### config.mk
export PLATFORM = sky130hd
export DESIGN_NAME = tpwm_top
export DESIGN_NICKNAME = d
export VERILOG_FILES = /design/src/verilog/tpwm_pkg.sv /design/src/verilog/tpwm_tb_if.sv /design/src/verilog/tpwm_timebase.sv /design/src/verilog/tpwm_top.sv
export SDC_FILE = /design/constraint.sdc
export NUM_CORES = 1
export LEC_CHECK = 0
export BUFFER_PORTS_ARGS = -buffer_cell sky130_fd_sc_hd__clkbuf_2
export CORE_ASPECT_RATIO = 0.5
export CORE_MARGIN = 1
export CORE_UTILIZATION = 40
export CTS_CLUSTER_DIAMETER = 200
export DETAILED_ROUTE_END_ITERATION = 16
export PLACE_DENSITY = 0.65
export SYNTH_ARGS = -nofsm -noshare
export SYNTH_HDL_FRONTEND = slang
export SYNTH_HIERARCHICAL = 1
export SYNTH_SLANG_ARGS = --single-unit
### constraint.sdc
create_clock -name clk_sys -period 2.8 [get_ports clk_sys]
set_input_delay 0.14 -clock clk_sys [delete_from_list [all_inputs] [get_ports clk_sys]]
set_output_delay 0.14 -clock clk_sys [all_outputs]
set_load 0.02 [all_outputs]
### src/verilog/tpwm_pkg.sv
// Constants shared by the ten-bit pulse-width modulator and its time base.
package tpwm_pkg;

	// ------------------------------------------------------------------
	// Register byte offsets
	// ------------------------------------------------------------------
	localparam logic [4:0] CTRL_OFS    = 5'h00;
	localparam logic [4:0] DUTY_HI_OFS = 5'h04;
	localparam logic [4:0] DUTY_LO_OFS = 5'h08;
	localparam logic [4:0] PERIOD_OFS  = 5'h0c;
	localparam logic [4:0] TCTRL_OFS   = 5'h10;
	localparam logic [4:0] COUNT_OFS   = 5'h14;
	localparam logic [4:0] FLAG_OFS    = 5'h18;
	localparam logic [4:0] PINDIR_OFS  = 5'h1c;

	// ------------------------------------------------------------------
	// Field positions
	// ------------------------------------------------------------------
	localparam int EN_BIT   = 7;
	localparam int OUT_BIT  = 5;
	localparam int POL_BIT  = 4;
	localparam int DCL_LSB  = 6;
	localparam int TON_BIT  = 7;
	localparam int PS_LSB   = 4;
	localparam int FLAG_BIT = 1;
	localparam int DIR_BIT  = 0;

	// ------------------------------------------------------------------
	// Reset values
	// ------------------------------------------------------------------
	localparam logic [9:0] DUTY_RST   = 10'h000;
	localparam logic [7:0] PERIOD_RST = 8'hff;
	localparam logic [2:0] PS_RST     = 3'h0;
	localparam logic       DIR_RST    = 1'b1;

	// ------------------------------------------------------------------
	// Timing
	// ------------------------------------------------------------------
	localparam int         FINE_W     = 9;
	localparam logic [9:0] TOSC_TICK  = 10'h004;

endpackage : tpwm_pkg

### src/verilog/tpwm_tb_if.sv
// Link between the modulator control logic and its timer time base.
`timescale 1ns/1ps
`default_nettype none
interface tpwm_tb_if;
	logic       run;
	logic [2:0] ps_sel;
	logic [7:0] period;
	logic [7:0] count;
	logic [9:0] base;
	logic       roll;

	modport tb  (input run, ps_sel, period, output count, base, roll);
	modport ctl (output run, ps_sel, period, input count, base, roll);
endinterface : tpwm_tb_if
`default_nettype wire

### src/verilog/tpwm_timebase.sv
// Prescaled eight-bit period timer extended to a ten-bit time base.
`timescale 1ns/1ps
`default_nettype none
module tpwm_timebase
	import tpwm_pkg::*;
(
	input  wire logic clk_sys,
	input  wire logic rst,
	tpwm_tb_if.tb     tb
);

	typedef struct packed {
		logic [FINE_W-1:0] fine;
		logic [7:0]        count;
		logic              roll;
	} tpwm_tb_s;

	tpwm_tb_s          st_ff;
	tpwm_tb_s          nxt_st;
	logic [FINE_W-1:0] last;
	logic [FINE_W-1:0] sub;

	// ------------------------------------------------------------------
	// Counting
	// ------------------------------------------------------------------
	always_comb begin
		last = FINE_W'((TOSC_TICK << tb.ps_sel) - 10'h001);
		sub = st_ff.fine >> tb.ps_sel;
		nxt_st = st_ff;
		nxt_st.roll = 1'b0;
		if (tb.run) begin
			if (st_ff.fine >= last) begin
				nxt_st.fine = '0;
				if (st_ff.count == tb.period) begin
					nxt_st.count = 8'h00;
					nxt_st.roll = 1'b1;
				end else begin
					nxt_st.count = st_ff.count + 8'h01;
				end
			end else begin
				nxt_st.fine = st_ff.fine + 9'h001;
			end
		end
	end

	always_ff @(posedge clk_sys or posedge rst) begin
		if (rst) begin
			st_ff <= '0;
		end else begin
			st_ff <= nxt_st;
		end
	end

	assign tb.count = st_ff.count;
	assign tb.base  = {st_ff.count, sub[1:0]};
	assign tb.roll  = st_ff.roll;
endmodule : tpwm_timebase
`default_nettype wire

### src/verilog/tpwm_top.sv
// Ten-bit pulse-width modulator with an Avalon-MM register slave.
`timescale 1ns/1ps
`default_nettype none
module tpwm_top
	import tpwm_pkg::*;
(
	input  wire logic        clk_sys,
	input  wire logic        rst,
	input  wire logic [4:0]  avs_address,
	input  wire logic        avs_read,
	input  wire logic        avs_write,
	input  wire logic [31:0] avs_writedata,
	input  wire logic [3:0]  avs_byteenable,
	output logic      [31:0] avs_readdata,
	output logic             avs_waitrequest,
	input  wire logic        sleep_req,
	output logic             pwm_pin_out,
	output logic             pwm_pin_oe_n
);

	typedef struct packed {
		logic        sl_meta;
		logic        sl_sync;
		logic        en;
		logic        pol;
		logic [7:0]  duty_hi;
		logic [1:0]  duty_lo;
		logic [9:0]  duty_act;
		logic [7:0]  period;
		logic        ton;
		logic [2:0]  ps;
		logic        flag;
		logic        dir;
		logic        active;
		logic        pin;
		logic        wait_r;
		logic [31:0] rdata;
	} tpwm_st_s;

	tpwm_st_s    st_ff;
	tpwm_st_s    nxt_st;
	tpwm_tb_if   tbi ();
	logic [9:0]  duty;
	logic [31:0] rd_val;
	logic        wr_take;
	logic        rd_take;
	logic        sleeping;

	// ------------------------------------------------------------------
	// Time base
	// ------------------------------------------------------------------
	tpwm_timebase u_timebase (
		.clk_sys (clk_sys),
		.rst     (rst),
		.tb      (tbi.tb)
	);

	assign tbi.run    = st_ff.ton && !sleeping;
	assign tbi.ps_sel = st_ff.ps;
	assign tbi.period = st_ff.period;

	// ------------------------------------------------------------------
	// Register read view
	// ------------------------------------------------------------------
	always_comb begin
		rd_val = 32'h0000_0000;
		case (avs_address)
			CTRL_OFS: begin
				rd_val[EN_BIT] = st_ff.en;
				rd_val[OUT_BIT] = st_ff.pin;
				rd_val[POL_BIT] = st_ff.pol;
			end
			DUTY_HI_OFS: begin
				rd_val[7:0] = st_ff.duty_hi;
			end
			DUTY_LO_OFS: begin
				rd_val[DCL_LSB+:2] = st_ff.duty_lo;
			end
			PERIOD_OFS: begin
				rd_val[7:0] = st_ff.period;
			end
			TCTRL_OFS: begin
				rd_val[TON_BIT] = st_ff.ton;
				rd_val[PS_LSB+:3] = st_ff.ps;
			end
			COUNT_OFS: begin
				rd_val[7:0] = tbi.count;
			end
			FLAG_OFS: begin
				rd_val[FLAG_BIT] = st_ff.flag;
			end
			PINDIR_OFS: begin
				rd_val[DIR_BIT] = st_ff.dir;
			end
			default: begin
				rd_val = 32'h0000_0000;
			end
		endcase
	end

	// ------------------------------------------------------------------
	// Next state
	// ------------------------------------------------------------------
	always_comb begin
		nxt_st = st_ff;
		sleeping = st_ff.sl_sync;
		duty = {st_ff.duty_hi, st_ff.duty_lo};
		rd_take = avs_read && st_ff.wait_r;
		wr_take = avs_write && !st_ff.wait_r;
		nxt_st.sl_meta = sleep_req;
		nxt_st.sl_sync = st_ff.sl_meta;

		if (avs_read || avs_write) begin
			nxt_st.wait_r = !st_ff.wait_r;
		end else begin
			nxt_st.wait_r = 1'b1;
		end
		if (rd_take) begin
			nxt_st.rdata = rd_val;
		end

		if (wr_take && avs_byteenable[0]) begin
			case (avs_address)
				CTRL_OFS: begin
					nxt_st.en = avs_writedata[EN_BIT];
					nxt_st.pol = avs_writedata[POL_BIT];
				end
				DUTY_HI_OFS: begin
					nxt_st.duty_hi = avs_writedata[7:0];
				end
				DUTY_LO_OFS: begin
					nxt_st.duty_lo = avs_writedata[DCL_LSB+:2];
				end
				PERIOD_OFS: begin
					nxt_st.period = avs_writedata[7:0];
				end
				TCTRL_OFS: begin
					nxt_st.ton = avs_writedata[TON_BIT];
					nxt_st.ps = avs_writedata[PS_LSB+:3];
				end
				FLAG_OFS: begin
					if (avs_writedata[FLAG_BIT]) begin
						nxt_st.flag = 1'b0;
					end
				end
				PINDIR_OFS: begin
					nxt_st.dir = avs_writedata[DIR_BIT];
				end
				default: begin
					nxt_st.flag = nxt_st.flag;
				end
			endcase
		end

		if (tbi.roll) begin
			nxt_st.flag = 1'b1;
			nxt_st.duty_act = duty;
			nxt_st.active = (duty != 10'h000);
		end else if (!sleeping && tbi.base == st_ff.duty_act) begin
			nxt_st.active = 1'b0;
		end

		if (st_ff.en) begin
			nxt_st.pin = st_ff.active ^ st_ff.pol;
		end else begin
			nxt_st.pin = st_ff.pol;
		end
	end

	// ------------------------------------------------------------------
	// State register
	// ------------------------------------------------------------------
	always_ff @(posedge clk_sys or posedge rst) begin
		if (rst) begin
			st_ff <= '0;
			st_ff.duty_hi <= DUTY_RST[9:2];
			st_ff.duty_lo <= DUTY_RST[1:0];
			st_ff.duty_act <= DUTY_RST;
			st_ff.period <= PERIOD_RST;
			st_ff.ps <= PS_RST;
			st_ff.dir <= DIR_RST;
			st_ff.wait_r <= 1'b1;
		end else begin
			st_ff <= nxt_st;
		end
	end

	assign avs_readdata    = st_ff.rdata;
	assign avs_waitrequest = st_ff.wait_r;
	assign pwm_pin_out     = st_ff.pin;
	assign pwm_pin_oe_n    = st_ff.dir;
endmodule : tpwm_top
`default_nettype wire

==> impl_results.md <==
- Die Ht: around 75 um
- Minimum period implied by the final worst setup slack: ~2.7 ns
- CTS Sinks: 67
- Post-DP HPWL: approximately 6200 um
- Fmax: 376 MHz
- Power Density: between 600 and 700 nW/um^2
- Synth Register Bits: 67
- CP Max Fanout: 9
- Clock transition at path regs: approximately 0.06 ns
- GRT met3 Usage: 0.0411
- Status: completed
- Worst skew pair latency: about 0.33 ns
- GRT Resource Usage Total: 0.168
- Drt drc: 0
- Synth cell types: 66
- I/O Buffers: 29
- Synth Instances: about 400
- Final Non-Filler Cells: between 500 and 600
- Crit. End Element: flip-flop
- Global-route wire length before repair: ~14000 um
- Antenna cells: 0
- Async S/R FF share, synth: 1.00
- Final worst path period share: 0.950
- Max-slew headroom: 0.295
- DR WL/cell: 15.2 um
- Initial Util: 0.412
- Final worst setup slack: approximately 0.14 ns
- Share of cells above drive strength 1: 0.299
- Clock Tree Root: clkbuf_16
- Ys flop type: dfrtp_1
- Worst Hold Launch: avs_writedata[3]
- Area growth from synthesis to layout: 9.30%
- Critical Path RT: 3.01 ns
- Initial antenna violation count: 0
- Grt ovf: 0
- RePlAce Congestion: 0.798
- TritonCTS buffer count: 9
- I/O pin total: between 80 and 90
- Final-stage net count: 473
- Yosys warns: 6
- Routed wire length: ~8500 um
- Final slew viol count: 0
- GR Util met1: 0.223
- EDFF count, synth: 0
- Clock skew: ~0.0077 ns
- Hold EP: duty[5]
- Measured slew at the worst slew-check pin: between 1 and 1.5 ns
- Rows: 26
- Initial detailed-routing violation count: between 150 and 200
- Vias: 2886
- Sum Neg Setup Slack: 0 ns
- Met2 GRT Util: 0.273
- Leakage: between 2 and 2.5 nW
- Die Area: roughly 11000 sq um
- Synthesized cell area: approximately 4200 sq um
- HP Class: primary input to flip-flop
- Die X-Extent: 147 um
- Post-DP Area: approximately 4300 sq um
- Hold Violations, Final: 0
- Post-synthesis sequential area ratio: 0.401
- Core outline area: approximately 10000 sq um
- Max-cap violations: 0
- Clock H-tree levels: 3
- Dpl cells: 540
- R2R Setup Slk: approximately 0.14 ns
- Grt peak-use layer: met2
- Post-route cell area: around 4600 sq um
- Detail Route Antenna Nets: 0
- Worst slack, placed: 0.107 ns
- TritonCTS clock tree: built
- Worst hold stages: 2
- R2r endpoint: u_timebase/tb.count[6]
- Final setup violation count: 0
- FF-to-FF path depth: 12
- Vias in the first global route: about 2700
- Pin count of the biggest net entering global routing: 50
- Clock buffer depth: 2
- Drt first pass iters: 4
- CP startpoint kind: flip-flop
- Post-DR vias/cell: a little over 5
- Worst Path Class, Setup: flip-flop to flip-flop
- Peak VDD IR: approximately 270 uV
- Reg2Reg Launch Point: tbi.ps_sel[2]
- Worst EP arrival: 2.87 ns
- RSZ-0062 raised after global routing: true
- Syn avg cell area: between 10 and 15 sq um
[registers in the layout, summed over array words and instances (netlist names)]
register and cells:
avs_readdata 8, avs_waitrequest 1, duty 10, nxt_st 1
pwm_pin_oe_n 1, pwm_pin_out 1, sleeping 1, st_ff 15
tbi.period 8, tbi.ps_sel 3, u_timebase/st_ff 9, u_timebase/tb.count 8
u_timebase/tb.roll 1
[cells by family (layout without fill, tap and decap cells)]
logic type,after synthesis,count (layout),share of synthesized area
AO/OA/AOI/OAI,67,67,0.113
XOR/XNOR,26,26,0.0541
adder cells (fa/ha/maj),10,10,0.0297
buffers and inverters,78,73,0.119
flip-flops,67,67,0.401
multiplexers,48,48,0.134
other,1,24,0.000891
AND/OR/NAND/NOR,107,107,0.148
[critical path, cell delays in order, from the launching register on]
cell       delay (ns)
dfrtp_1          0.41
or3_4            0.42
ha_4             0.20
xor2_1           0.14
nor2_1           0.10
a21oi_1          0.05
ha_1             0.33
and4_1           0.23
nand2_1          0.09
a21oi_4          0.17
buf_12           0.14
a2bb2oi_1        0.17
o22ai_1          0.09
[Yosys cell counts (4+ instances only)]
cell type	n	area, sq um
nor2_1	16	60.1
nor3_1	9	45.0
mux2_2	36	405
dfstp_2	10	263
ha_1	10	125
inv_1	14	52.6
xnor2_1	10	87.6
a2bb2oi_1	6	52.6
nand2b_1	4	25.0
nand3_1	12	60.1
o211ai_1	7	52.6
nor2b_1	4	25.0
a21oi_1	8	40.0
o22ai_1	7	43.8
clkbuf_1	4	15.0
nand2_1	29	109
buf_2	6	30.0
dfrtp_1	57	1430
mux2i_1	8	80.1
o21ai_0	12	60.1
a22o_1	5	43.8
nand4_1	4	25.0
xor2_1	16	140
buf_4	50	375
[worst max path at each step]
stage          cells past startpoint          start                     end
2_1_floorplan                     15  tbi.ps_sel[1]      u_timebase/tb.roll
3_5_place_dp                      12  tbi.ps_sel[1]  u_timebase/tb.count[3]
5_1_grt                           12  tbi.ps_sel[1]  u_timebase/tb.count[3]
4_1_cts                           12  tbi.ps_sel[1]  u_timebase/tb.count[3]
6_report                          12  tbi.ps_sel[2]  u_timebase/tb.count[6]
3_3_place_gp                      12  tbi.ps_sel[1]  u_timebase/tb.count[3]
[metrics by stage]
| stage | hold slack (ns) | total power, W | utilization |
|---|---|---|---|
| floorplan | 0.0786 | 0.00163 | - |
| global placement | 0.250 | 0.00171 | 0.417 |
| detailed placement | 0.250 | 0.00173 | 0.417 |
| CTS | 0.0511 | 0.00278 | 0.448 |
| global route | 0.0548 | 0.00290 | 0.450 |
| finish | 0.0585 | 0.00277 | 0.450 |
[power by group]
part / switching, W / internal (W)
combinational: 0.000340 / 0.000243
clock: 0.000421 / 0.000622
sequential: 0.0000862 / 0.00105
[cells in the final DEF, fill, tap and decap left out, types with 3 or more instances in the layout]
| cell type | n |
|---|---|
| dfrtp_1 | 57 |
| ha_1 | 9 |
| nand2b_1 | 4 |
| dlygate4sd3_1 | 4 |
| o21ai_0 | 12 |
| inv_1 | 13 |
| a21oi_1 | 8 |
| mux2i_1 | 8 |
| nor2_1 | 16 |
| nor3_1 | 8 |
| conb_1 | 24 |
| nor4_1 | 3 |
| clkbuf_2 | 29 |
| nand3_1 | 12 |
| mux4_2 | 3 |
| a21oi_2 | 3 |
| o21ai_1 | 3 |
| a22o_1 | 5 |
| o211ai_1 | 7 |
| nand4_1 | 4 |
| o22ai_1 | 7 |
| clkinv_2 | 3 |
| nand2_1 | 29 |
| buf_4 | 8 |
| mux2_2 | 36 |
| dfstp_2 | 10 |
| and3_1 | 3 |
| a2bb2oi_1 | 6 |
| nor2b_1 | 4 |
| clkbuf_16 | 9 |
| xnor2_1 | 10 |
| xor2_1 | 16 |
[repair_timing]
action,CTS,global route
setup endpoints to repair,0,7
endpoints found under the hold margin,20,0
setup buffers,0,2
gates resized for setup,0,2
hold buffers,4,0
[area by class of cell]
type | instances | area [sq um]
Clock inverter | 6 | 40.0
Tap cell | 140 | 175
Sequential cell | 67 | 1690
Multi-Input combinational cell | 282 | 2140
Fill cell | 952 | 5610
Inverter | 15 | 56.3
Clock buffer | 10 | 239
Timing Repair Buffer | 42 | 265
[per-layer routing]
metal  vias up  part of all wire
li1       1392                 -
met2        72              0.46
met5         -                 0
met1      1412              0.49
met3        10             0.043
met4         0             0.012
Power figures use the tool's default switching activity.
